[config.mk]
export PLATFORM = sky130hd
export DESIGN_NAME = qdcs_core
export DESIGN_NICKNAME = d
export VERILOG_FILES = /design/src/verilog/qdcs_pkg.sv /design/src/verilog/qdcs_dsm_if.sv /design/src/verilog/qdcs_core.sv /design/src/verilog/qdcs_dsm.sv
export VERILOG_INCLUDE_DIRS = /design/src /design/src/verilog
export SDC_FILE = /design/constraint.sdc
export NUM_CORES = 1
export LEC_CHECK = 0
export ABC_AREA = 1
export BUFFER_PORTS_ARGS = -buffer_cell sky130_fd_sc_hd__buf_4
export CAP_MARGIN = 20
export CORE_MARGIN = 10
export CORE_UTILIZATION = 55
export CTS_CLUSTER_DIAMETER = 60
export DETAILED_ROUTE_END_ITERATION = 7
export PLACE_DENSITY = 0.79
export SLEW_MARGIN = 20
export SYNTH_ARGS = -nofsm -noshare
export SYNTH_HDL_FRONTEND = slang
export SYNTH_SLANG_ARGS = --single-unit
[constraint.sdc]
create_clock -name clk -period 9.5 [get_ports clk]
set_input_delay 1.9 -clock clk [delete_from_list [all_inputs] [get_ports clk]]
set_output_delay 1.9 -clock clk [all_outputs]
set_load 0.005 [all_outputs]
[src/verilog/qdcs_defines.svh]
// Constants for the quad divider configuration select block.
// Assumes inclusion by qdcs_pkg, the design modules and the testbench files.
`ifndef QDCS_DEFINES_SVH
`define QDCS_DEFINES_SVH

// ==========================================================================
// Field widths of one configuration set
`define QDCS_PRE_W 2
`define QDCS_INT_W 7
`define QDCS_FRAC_W 18
`define QDCS_POST_W 7
`define QDCS_SET_W 34
`define QDCS_NUM_SETS 4

// ==========================================================================
// Factory preset words, one per set, packed {pre, int, frac, post}
`define QDCS_PRESET0 34'h1_6400_0008
`define QDCS_PRESET1 34'h1_6400_0006
`define QDCS_PRESET2 34'h1_6400_0004
`define QDCS_PRESET3 34'h1_6400_0002

// ==========================================================================
// Crystal reference choices in kHz
`define QDCS_XTAL_KHZ_A 114285
`define QDCS_XTAL_KHZ_B 100000

// ==========================================================================
// Serial host framing: address byte {0,0,0,0,0,rw,set[1:0]} then five data bytes
`define QDCS_FRAME_BYTES 3'h6
`define QDCS_DSM_ACC_W 18

`endif

[src/verilog/qdcs_pkg.sv]
// Types for the quad divider configuration select block.
// Assumes qdcs_defines.svh is on the include path.
`include "qdcs_defines.svh"

package qdcs_pkg;
   typedef struct packed
   {
      logic [`QDCS_PRE_W-1:0] preDiv;
      logic [`QDCS_INT_W-1:0] feedbackInteger;
      logic [`QDCS_FRAC_W-1:0] feedbackFraction;
      logic [`QDCS_POST_W-1:0] postDiv;
   } qdcs_set_t;

   typedef enum logic [1:0] {QDCS_IDLE, QDCS_ADDR, QDCS_DATA, QDCS_RDBK} qdcs_state_t;
endpackage
[src/verilog/qdcs_dsm_if.sv]
// Interface joining the top module and its delta-sigma modulator.
// Assumes both ends run on the same clock.
`timescale 1ns/10ps
`include "qdcs_defines.svh"

interface qdcs_dsm_if;
   logic [`QDCS_INT_W-1:0] feedbackInteger;
   logic [`QDCS_FRAC_W-1:0] feedbackFraction;
   logic [`QDCS_INT_W:0] divideRatio;

   modport ctrl
   (
      output feedbackInteger,
      output feedbackFraction,
      input divideRatio
   );
   modport dsm
   (
      input feedbackInteger,
      input feedbackFraction,
      output divideRatio
   );
endinterface

[src/verilog/qdcs_core.sv]
// Quad divider configuration store with selection and serial host access.
// Assumes serialClk, serialData and the select pins are asynchronous to clk,
// and that the output enable acts combinationally on the pad drivers.
`timescale 1ns/10ps
`include "qdcs_defines.svh"

// Summary of operation
// - Output enable low tristates clock pair
// - Output enable acts without any clock
// - Four independent divider sets, index 0-3
// - Select pins binary index the active set
// - Reset loads factory presets into sets
// - Sets are volatile, presets restored
// - Host may write any set
// - Host may read back every set
// - Select change switches dividers at once
// - Fields are 2, 7, 18, 7 bits
// - Frequency follows pre, post, integer, fraction
// - Reference is 114.285 or 100 MHz
// - Fraction realised by delta-sigma modulator
module qdcs_core
   import qdcs_pkg::*;
#(
   parameter int NUM_SETS = `QDCS_NUM_SETS,
   parameter logic XTAL_IS_100M = 1'b0
)
(
   input wire logic clk,
   input wire logic srst,
   input wire logic outputDriveEnable,
   input wire logic freq_select_hi,
   input wire logic freq_select_lo,
   input wire logic serialClk,
   input wire logic serial_data_pin_in,
   output logic serial_data_pin_out,
   output logic serial_data_pin_oe,
   input wire logic synthClockIn,
   output logic diff_clock_out_pair_p,
   output logic diff_clock_out_pair_n,
   output logic diff_clock_out_pair_oe,
   output logic [`QDCS_PRE_W-1:0] activePreDiv,
   output logic [`QDCS_INT_W:0] activeFeedbackRatio,
   output logic [`QDCS_POST_W-1:0] activePostDiv,
   output logic [1:0] activeSetIndex,
   output logic [16:0] crystalReferenceKhz
);
   qdcs_set_t sets [NUM_SETS];
   qdcs_set_t activeSet;
   qdcs_state_t state;
   qdcs_dsm_if dsmBus();

   logic [1:0] selMeta;
   logic [1:0] selSync;
   logic [1:0] sclMeta;
   logic [1:0] sclSync;
   logic sdaMeta;
   logic sdaSync;
   logic [7:0] shiftIn;
   logic [2:0] bitCount;
   logic [2:0] byteCount;
   logic [1:0] targetSet;
   logic readMode;
   logic [39:0] dataAcc;
   logic [40:0] readShift;
   logic sdaOut;
   logic sdaOe;
   logic [`QDCS_POST_W-1:0] postCount;
   logic outToggle;
   logic [1:0] synthMeta;
   logic [1:0] synthSync;

   wire logic [1:0] freq_select_pair;
   wire logic sclRise;
   wire logic sclFall;
   wire logic byteDone;
   wire logic frameDone;
   wire logic synthRise;
   wire logic [7:0] nextByte;
   wire logic [`QDCS_POST_W-1:0] postLimit;

   // ========================================================================
   // Input synchronisers
   always_ff @(posedge clk)
   begin
      if (srst)
      begin
         // Reset to the idle pin levels, so that no false edge follows reset.
         selMeta <= '0;
         selSync <= '0;
         sclMeta <= '1;
         sclSync <= '1;
         sdaMeta <= 1'b1;
         sdaSync <= 1'b1;
         synthMeta <= '0;
         synthSync <= '0;
      end
      else
      begin
         selMeta <= {freq_select_hi, freq_select_lo};
         selSync <= selMeta;
         sclMeta <= {sclMeta[0], serialClk};
         sclSync <= {sclSync[0], sclMeta[1]};
         sdaMeta <= serial_data_pin_in;
         sdaSync <= sdaMeta;
         synthMeta <= {synthMeta[0], synthClockIn};
         synthSync <= {synthSync[0], synthMeta[1]};
      end
   end

   // ========================================================================
   // Set selection
   // Decoding is purely combinational on the synchronised pins, so a new index reaches the pre and post
   // dividers on the next edge and the feedback ratio one edge later, with no command needed.
   assign freq_select_pair = selSync;
   assign activeSet = sets[freq_select_pair];
   assign dsmBus.feedbackInteger = activeSet.feedbackInteger;
   assign dsmBus.feedbackFraction = activeSet.feedbackFraction;

   qdcs_dsm u_dsm
   (
      .clk(clk),
      .srst(srst),
      .dsmPort(dsmBus)
   );

   always_ff @(posedge clk)
   begin
      if (srst)
      begin
         activePreDiv <= '0;
         activeFeedbackRatio <= '0;
         activePostDiv <= '0;
         activeSetIndex <= '0;
         crystalReferenceKhz <= '0;
      end
      else
      begin
         activePreDiv <= activeSet.preDiv;
         activeFeedbackRatio <= dsmBus.divideRatio;
         activePostDiv <= activeSet.postDiv;
         activeSetIndex <= freq_select_pair;
         crystalReferenceKhz <= XTAL_IS_100M ? 17'(`QDCS_XTAL_KHZ_B)
                                             : 17'(`QDCS_XTAL_KHZ_A);
      end
   end

   // ========================================================================
   // Post divider on the synthesized clock
   // The core clock oversamples the VCO model, so only slow synth inputs are
   // divided faithfully; this stands in for the analog output divider.
   assign synthRise = synthSync[0] & ~synthSync[1];
   assign postLimit = (activeSet.postDiv > 7'h01) ? activeSet.postDiv : 7'h02;

   always_ff @(posedge clk)
   begin
      if (srst)
      begin
         postCount <= '0;
         outToggle <= 1'b0;
      end
      else if (synthRise)
      begin
         if (postCount >= postLimit - 7'h01)
         begin
            postCount <= '0;
         end
         else
         begin
            postCount <= postCount + 7'h01;
         end
         if (postCount == '0 || postCount == (postLimit >> 1))
         begin
            outToggle <= ~outToggle;
         end
      end
   end

   always_ff @(posedge clk)
   begin
      diff_clock_out_pair_p <= outToggle;
      diff_clock_out_pair_n <= ~outToggle;
   end

   // The pad enable bypasses every flip-flop: it must act with no clock.
   assign diff_clock_out_pair_oe = outputDriveEnable;

   // ========================================================================
   // Serial host access
   // A frame is one address byte then five data bytes, MSB first, sampled on
   // serial clock rises; read data shifts out on falls. Frame ends on count.
   assign sclRise = sclSync[0] & ~sclSync[1];
   assign sclFall = ~sclSync[0] & sclSync[1];
   assign nextByte = {shiftIn[6:0], sdaSync};
   assign byteDone = sclRise && bitCount == 3'h7;
   assign frameDone = byteDone && byteCount == `QDCS_FRAME_BYTES - 3'h1;

   always_ff @(posedge clk)
   begin
      if (srst)
      begin
         state <= QDCS_IDLE;
         shiftIn <= '0;
         bitCount <= '0;
         byteCount <= '0;
         targetSet <= '0;
         readMode <= 1'b0;
         dataAcc <= '0;
         readShift <= '0;
      end
      else
      begin
         if (sclRise)
         begin
            shiftIn <= nextByte;
            bitCount <= bitCount + 3'h1;
         end
         if (byteDone)
         begin
            byteCount <= frameDone ? 3'h0 : byteCount + 3'h1;
         end
         unique case (state)
            QDCS_IDLE:
            begin
               if (sclRise)
               begin
                  state <= QDCS_ADDR;
               end
            end
            QDCS_ADDR:
            begin
               if (byteDone)
               begin
                  targetSet <= nextByte[1:0];
                  readMode <= nextByte[2];
                  // A leading released bit covers the gap up to the first fall,
                  // so bit 39 then stands for a whole bit time like the others.
                  readShift <= {7'h40, sets[nextByte[1:0]]};
                  state <= nextByte[2] ? QDCS_RDBK : QDCS_DATA;
               end
            end
            QDCS_DATA:
            begin
               if (byteDone)
               begin
                  dataAcc <= {dataAcc[31:0], nextByte};
               end
               if (frameDone)
               begin
                  state <= QDCS_IDLE;
               end
            end
            QDCS_RDBK:
            begin
               if (sclFall)
               begin
                  readShift <= {readShift[39:0], 1'b0};
               end
               if (frameDone)
               begin
                  state <= QDCS_IDLE;
               end
            end
         endcase
      end
   end

   // ========================================================================
   // Configuration storage
   // Plain flip-flops: presets return on every reset, nothing survives it.
   genvar gi;
   generate
      for (gi = 0; gi < NUM_SETS; gi++)
      begin : g_set
         localparam logic [`QDCS_SET_W-1:0] PRESET =
            (gi == 0) ? `QDCS_PRESET0 : (gi == 1) ? `QDCS_PRESET1 :
            (gi == 2) ? `QDCS_PRESET2 : `QDCS_PRESET3;
         wire logic writeHit;
         assign writeHit = frameDone && state == QDCS_DATA && !readMode &&
                           targetSet == 2'(gi);
         always_ff @(posedge clk)
         begin
            if (srst)
            begin
               sets[gi] <= PRESET;
            end
            else if (writeHit)
            begin
               sets[gi] <= qdcs_set_t'({dataAcc[25:0], nextByte});
            end
         end
      end
   endgenerate

   // Drive the data pin only while reading; open drain, low when bit is 0.
   always_ff @(posedge clk)
   begin
      if (srst)
      begin
         sdaOut <= 1'b0;
         sdaOe <= 1'b0;
      end
      else
      begin
         sdaOut <= 1'b0;
         sdaOe <= state == QDCS_RDBK && !readShift[40];
      end
   end

   assign serial_data_pin_out = sdaOut;
   assign serial_data_pin_oe = sdaOe;
endmodule

[src/verilog/qdcs_dsm.sv]
// First order delta-sigma modulator for the fractional feedback divider.
// Assumes the active set arrives on the same clock as clk.
`timescale 1ns/10ps
`include "qdcs_defines.svh"

module qdcs_dsm
   import qdcs_pkg::*;
(
   input wire logic clk,
   input wire logic srst,
   qdcs_dsm_if.dsm dsmPort
);
   logic [`QDCS_DSM_ACC_W:0] acc;
   logic [`QDCS_DSM_ACC_W+1:0] accSum;
   logic [`QDCS_INT_W:0] ratio;

   // ========================================================================
   // Accumulator
   // One extra low bit is always added as 1, so each step adds 2*frac + 1 out
   // of 2^19 and the average carry rate is exactly (frac + 0.5) / 2^18.
   assign accSum = {1'b0, acc} + {1'b0, dsmPort.feedbackFraction, 1'b1};
   assign dsmPort.divideRatio = ratio;

   always_ff @(posedge clk)
   begin
      if (srst)
      begin
         acc <= '0;
         ratio <= '0;
      end
      else
      begin
         acc <= accSum[`QDCS_DSM_ACC_W:0];
         ratio <= {1'b0, dsmPort.feedbackInteger} + {7'h00, accSum[`QDCS_DSM_ACC_W+1]};
      end
   end
endmodule

==> qor.yml <==
core_area_um2: 24200
combPwrFrac_pct: 9.2
slowest_stage: "buf_4"
status: "complete, no violations"
cts_tree: "done"
die_area_um2: 31200
drive_above_1_share_pct: 8.64
cts_buffers: 29
worstPathCellList: "buf_4, inv_2, buf_12, o21ai_0, o22ai_1, ha_1, a21oi_1, o21ai_0, nand2_1, nand2_1, nand2_1, nand3_1, nand2_1, inv_1, o21ai_0, nand2_1, ha_1, ha_1, nand3_1, nor2_1, nand2_1, a21oi_1, o21a_1"
num_vias: 11200
clkPwrFrac_pct: 42.8
multi_input_area_um2: 5310
use_met3_pct: 5.06
setup_viol: 0
via_per_inst: 5.79
syn-mean-instance-area_um2: 8.42
nFillCells: 1975
layout_setup_ws_ns: 5.26
clockBufferDepth: 3
pwr_density_cell_nw_per_um2: 193
rsz0062_at_grt: "false"
hold_path_startpoint: "selMeta[0]"
first_iter_violations: 1565
post-place-ws_ns: 5.17
clk_latency_ns: 0.56
crit_required_ns: 9.95
switching_share_pct: 24.2
drtAntennaViolNets: 0
grt_use_met2_pct: 32.4
ys_seq_area_share_pct: 53.5
cts_resized: 0
place.gp.congestion: 0.939
p_int_uw: 2170
hold_viol_final: 0
layout_min_cycle_time_ns: 4.24
yosysUniqueCellTypes: 46
wl_per_cell_um: 17.9
ys_ff_latch: 293
htree_levels: 1
grt.busiest_layer: "met2"
pin_count: 49
area_growth_syn_to_layout_pct: 10.0
regArea_um2: 7230
critPathMaxStageDelay_ns: 0.58
grt_pass1_wl_um: 54200
grt.met1_usage_pct: 29.9
overflow: 0
p_leak_uw: 0.00572
first_pass_iters: 6
initial_utilization_pct: 55.7
critPathArrivalTime_ns: 4.70
holdWs_ns: 0.391
hpwl_um: 21900
rrSetupSlack_ns: 5.26
drv_cap: 0
fp.dieW_um: 177
place_inst: 1877
holdPathEnd: "freq_select_pair[0]"
syn_inst: 1604
post-route-period-util_pct: 44.7
grt_max_degree: 107
path_class: "register to register"
setup_tns_ns: 0
diodes: 0
seqPwrFrac_pct: 48.0
critPathLaunchType: "register"
nNetsFinal: 1628
maxSlewHeadroom_pct: 35.0
grt.total_usage_pct: 21.3
fin_skew_ns: 0.0107
critPathMaxFanout: 75
num_rows: 57
cp_common_cell: "nand2_1"
portBuffers: 40
hp-class: "register to register"
clkTransAtPathRegs_ns: 0.07
final_cells: 1932
reg2reg_depth: 23
ir_drop_mv: 0.120
holdBufCountCts: 0
timing.rr.end: "u_dsm.dsmPort.divideRatio[6]"
worst_pin_slew_ns: 0.975
cp-end-kind: "register"
p_switching_uw: 695
cts_root_buf: "clkbuf_16"
fmax_mhz: 236
netlist_area_um2: 13500
worstReg2RegStart: "freq_select_pair[0]"
grt_pass1_vias: 10400
drc: 0
holdPathStages: 2
drv_slew: 0
ys.warnings.count: 0
totalWireLength_um: 34500
antenna_found_initial: 0
cts_setup_buffers: 0
timing.critical_path.buf_inv: 4
cts_sinks: 293
die_h_um: 177
cpLargestDelayFamily: "buffers and inverters"
[sequential cells by signal (all words and copies together), names as in the netlist, 3 cells and up]
register and cells:
activePostDiv 7, postCount 7, bitCount 3, activeFeedbackRatio 8, u_dsm.dsmPort.divideRatio 8, shiftIn 7, readShift 41, dataAcc 26
u_dsm.acc 19, byteCount 3, sets 136
[how the worst max path moves through the flow]
| stage | start | endpoint | slack (ns) | depth (start not counted) |
|---|---|---|---|---|
| CTS | freq_select_pair[0] | u_dsm.dsmPort.divideRatio[5] | 5.14 | 18 |
| finish | freq_select_pair[0] | u_dsm.dsmPort.divideRatio[6] | 5.26 | 23 |
| floorplan | srst | sets[0][0] | 5.53 | 5 |
| detailed placement | freq_select_pair[0] | u_dsm.dsmPort.divideRatio[5] | 5.17 | 18 |
| global placement | freq_select_pair[0] | u_dsm.dsmPort.divideRatio[5] | 5.25 | 18 |
| global route | freq_select_pair[0] | u_dsm.dsmPort.divideRatio[6] | 4.78 | 21 |
[placed cells by master, fill, tap and decap left out, types with 33 or more instances in the layout]
| cell | n |
|---|---|
| inv_1 | 112 |
| nand2_1 | 219 |
| o22ai_1 | 42 |
| nand3_1 | 40 |
| ha_1 | 34 |
| buf_4 | 54 |
| dfxtp_1 | 155 |
| edfxtp_1 | 136 |
| o21ai_0 | 233 |
| a21oi_1 | 110 |
| nor2_1 | 296 |
| a31oi_1 | 33 |
[logic make-up after synthesis]
logic type	synth area share, %
AO/OA/AOI/OAI	17.4
AND/OR/NAND/NOR	17.7
other	0.0278
XOR/XNOR	0.713
adder cells (fa/ha/maj)	3.30
flip-flops	53.5
buffers and inverters	7.38
[cell usage after synthesis (all sizes together)]
cell type,count,area (um2)
and2,1,6.26
a21o,2,15.0
o211ai,2,15.0
or2,5,31.3
dfxtp,157,3140
a31oi,34,219
edfxtp,136,4080
a21oi,110,551
a32oi,1,8.76
inv,125,469
nor2,302,1160
a21boi,1,7.51
o211a,1,10.0
fa,1,20.0
o31ai,1,7.51
o21ai,233,1170
nor4,3,18.8
buf,38,258
ha,34,425
o21a,3,22.5
a211oi,2,15.0
clkbuf,72,270
nor3b,2,15.0
conb,1,3.75
o22ai,42,263
xnor2,3,26.3
nand2,220,828
xor2,8,70.1
o21bai,5,37.5
or3,1,6.26
nand4,4,25.0
o22a,1,8.76
nand3,41,218
nor3,11,76.3
nand3b,1,7.51
[worst min-delay path, stage by stage (launching register included)]
cell and delay [ns]:
dfxtp_1 0.29, inv_1 0.04, nor2_1 0.04
[per-stage QoR]
stage	power, uW	area (um2)	utilization (%)
2_1_floorplan	1590	13500	-
5_1_grt	2960	14900	61.3
4_1_cts	2860	14800	61.2
3_3_place_gp	1650	13800	57.0
6_report	2870	14900	61.3
3_5_place_dp	1660	13800	57.0
[layout make-up]
type | count | area share (%)
timing repair buffer | 55 | 2.86
clock inverter | 20 | 1.63
sequential | 293 | 48.6
clock buffer | 34 | 5.28
inverter | 125 | 3.16
tap | 324 | 2.73
multi-input combinational | 1081 | 35.7
[routing by layer]
layer / part of all wire (%) / wire [um] / vias to the layer above
met5: 0 / 0 / -
met4: 1.8 / 609 / 0
met3: 12 / 4310 / 62
met2: 44 / 15200 / 582
met1: 42 / 14400 / 5197
li1: - / - / 5349
[power by group through the flow]
| stage | combinational, uW | clock (uW) | sequential [uW] |
|---|---|---|---|
| 2_1_floorplan | 189 | 0 | 1400 |
| 3_3_place_gp | 250 | 0 | 1400 |
| 3_5_place_dp | 255 | 0 | 1400 |
| 4_1_cts | 257 | 1230 | 1380 |
| 5_1_grt | 296 | 1280 | 1380 |
| 6_report | 263 | 1230 | 1380 |
Power figures use the tool's default switching activity.
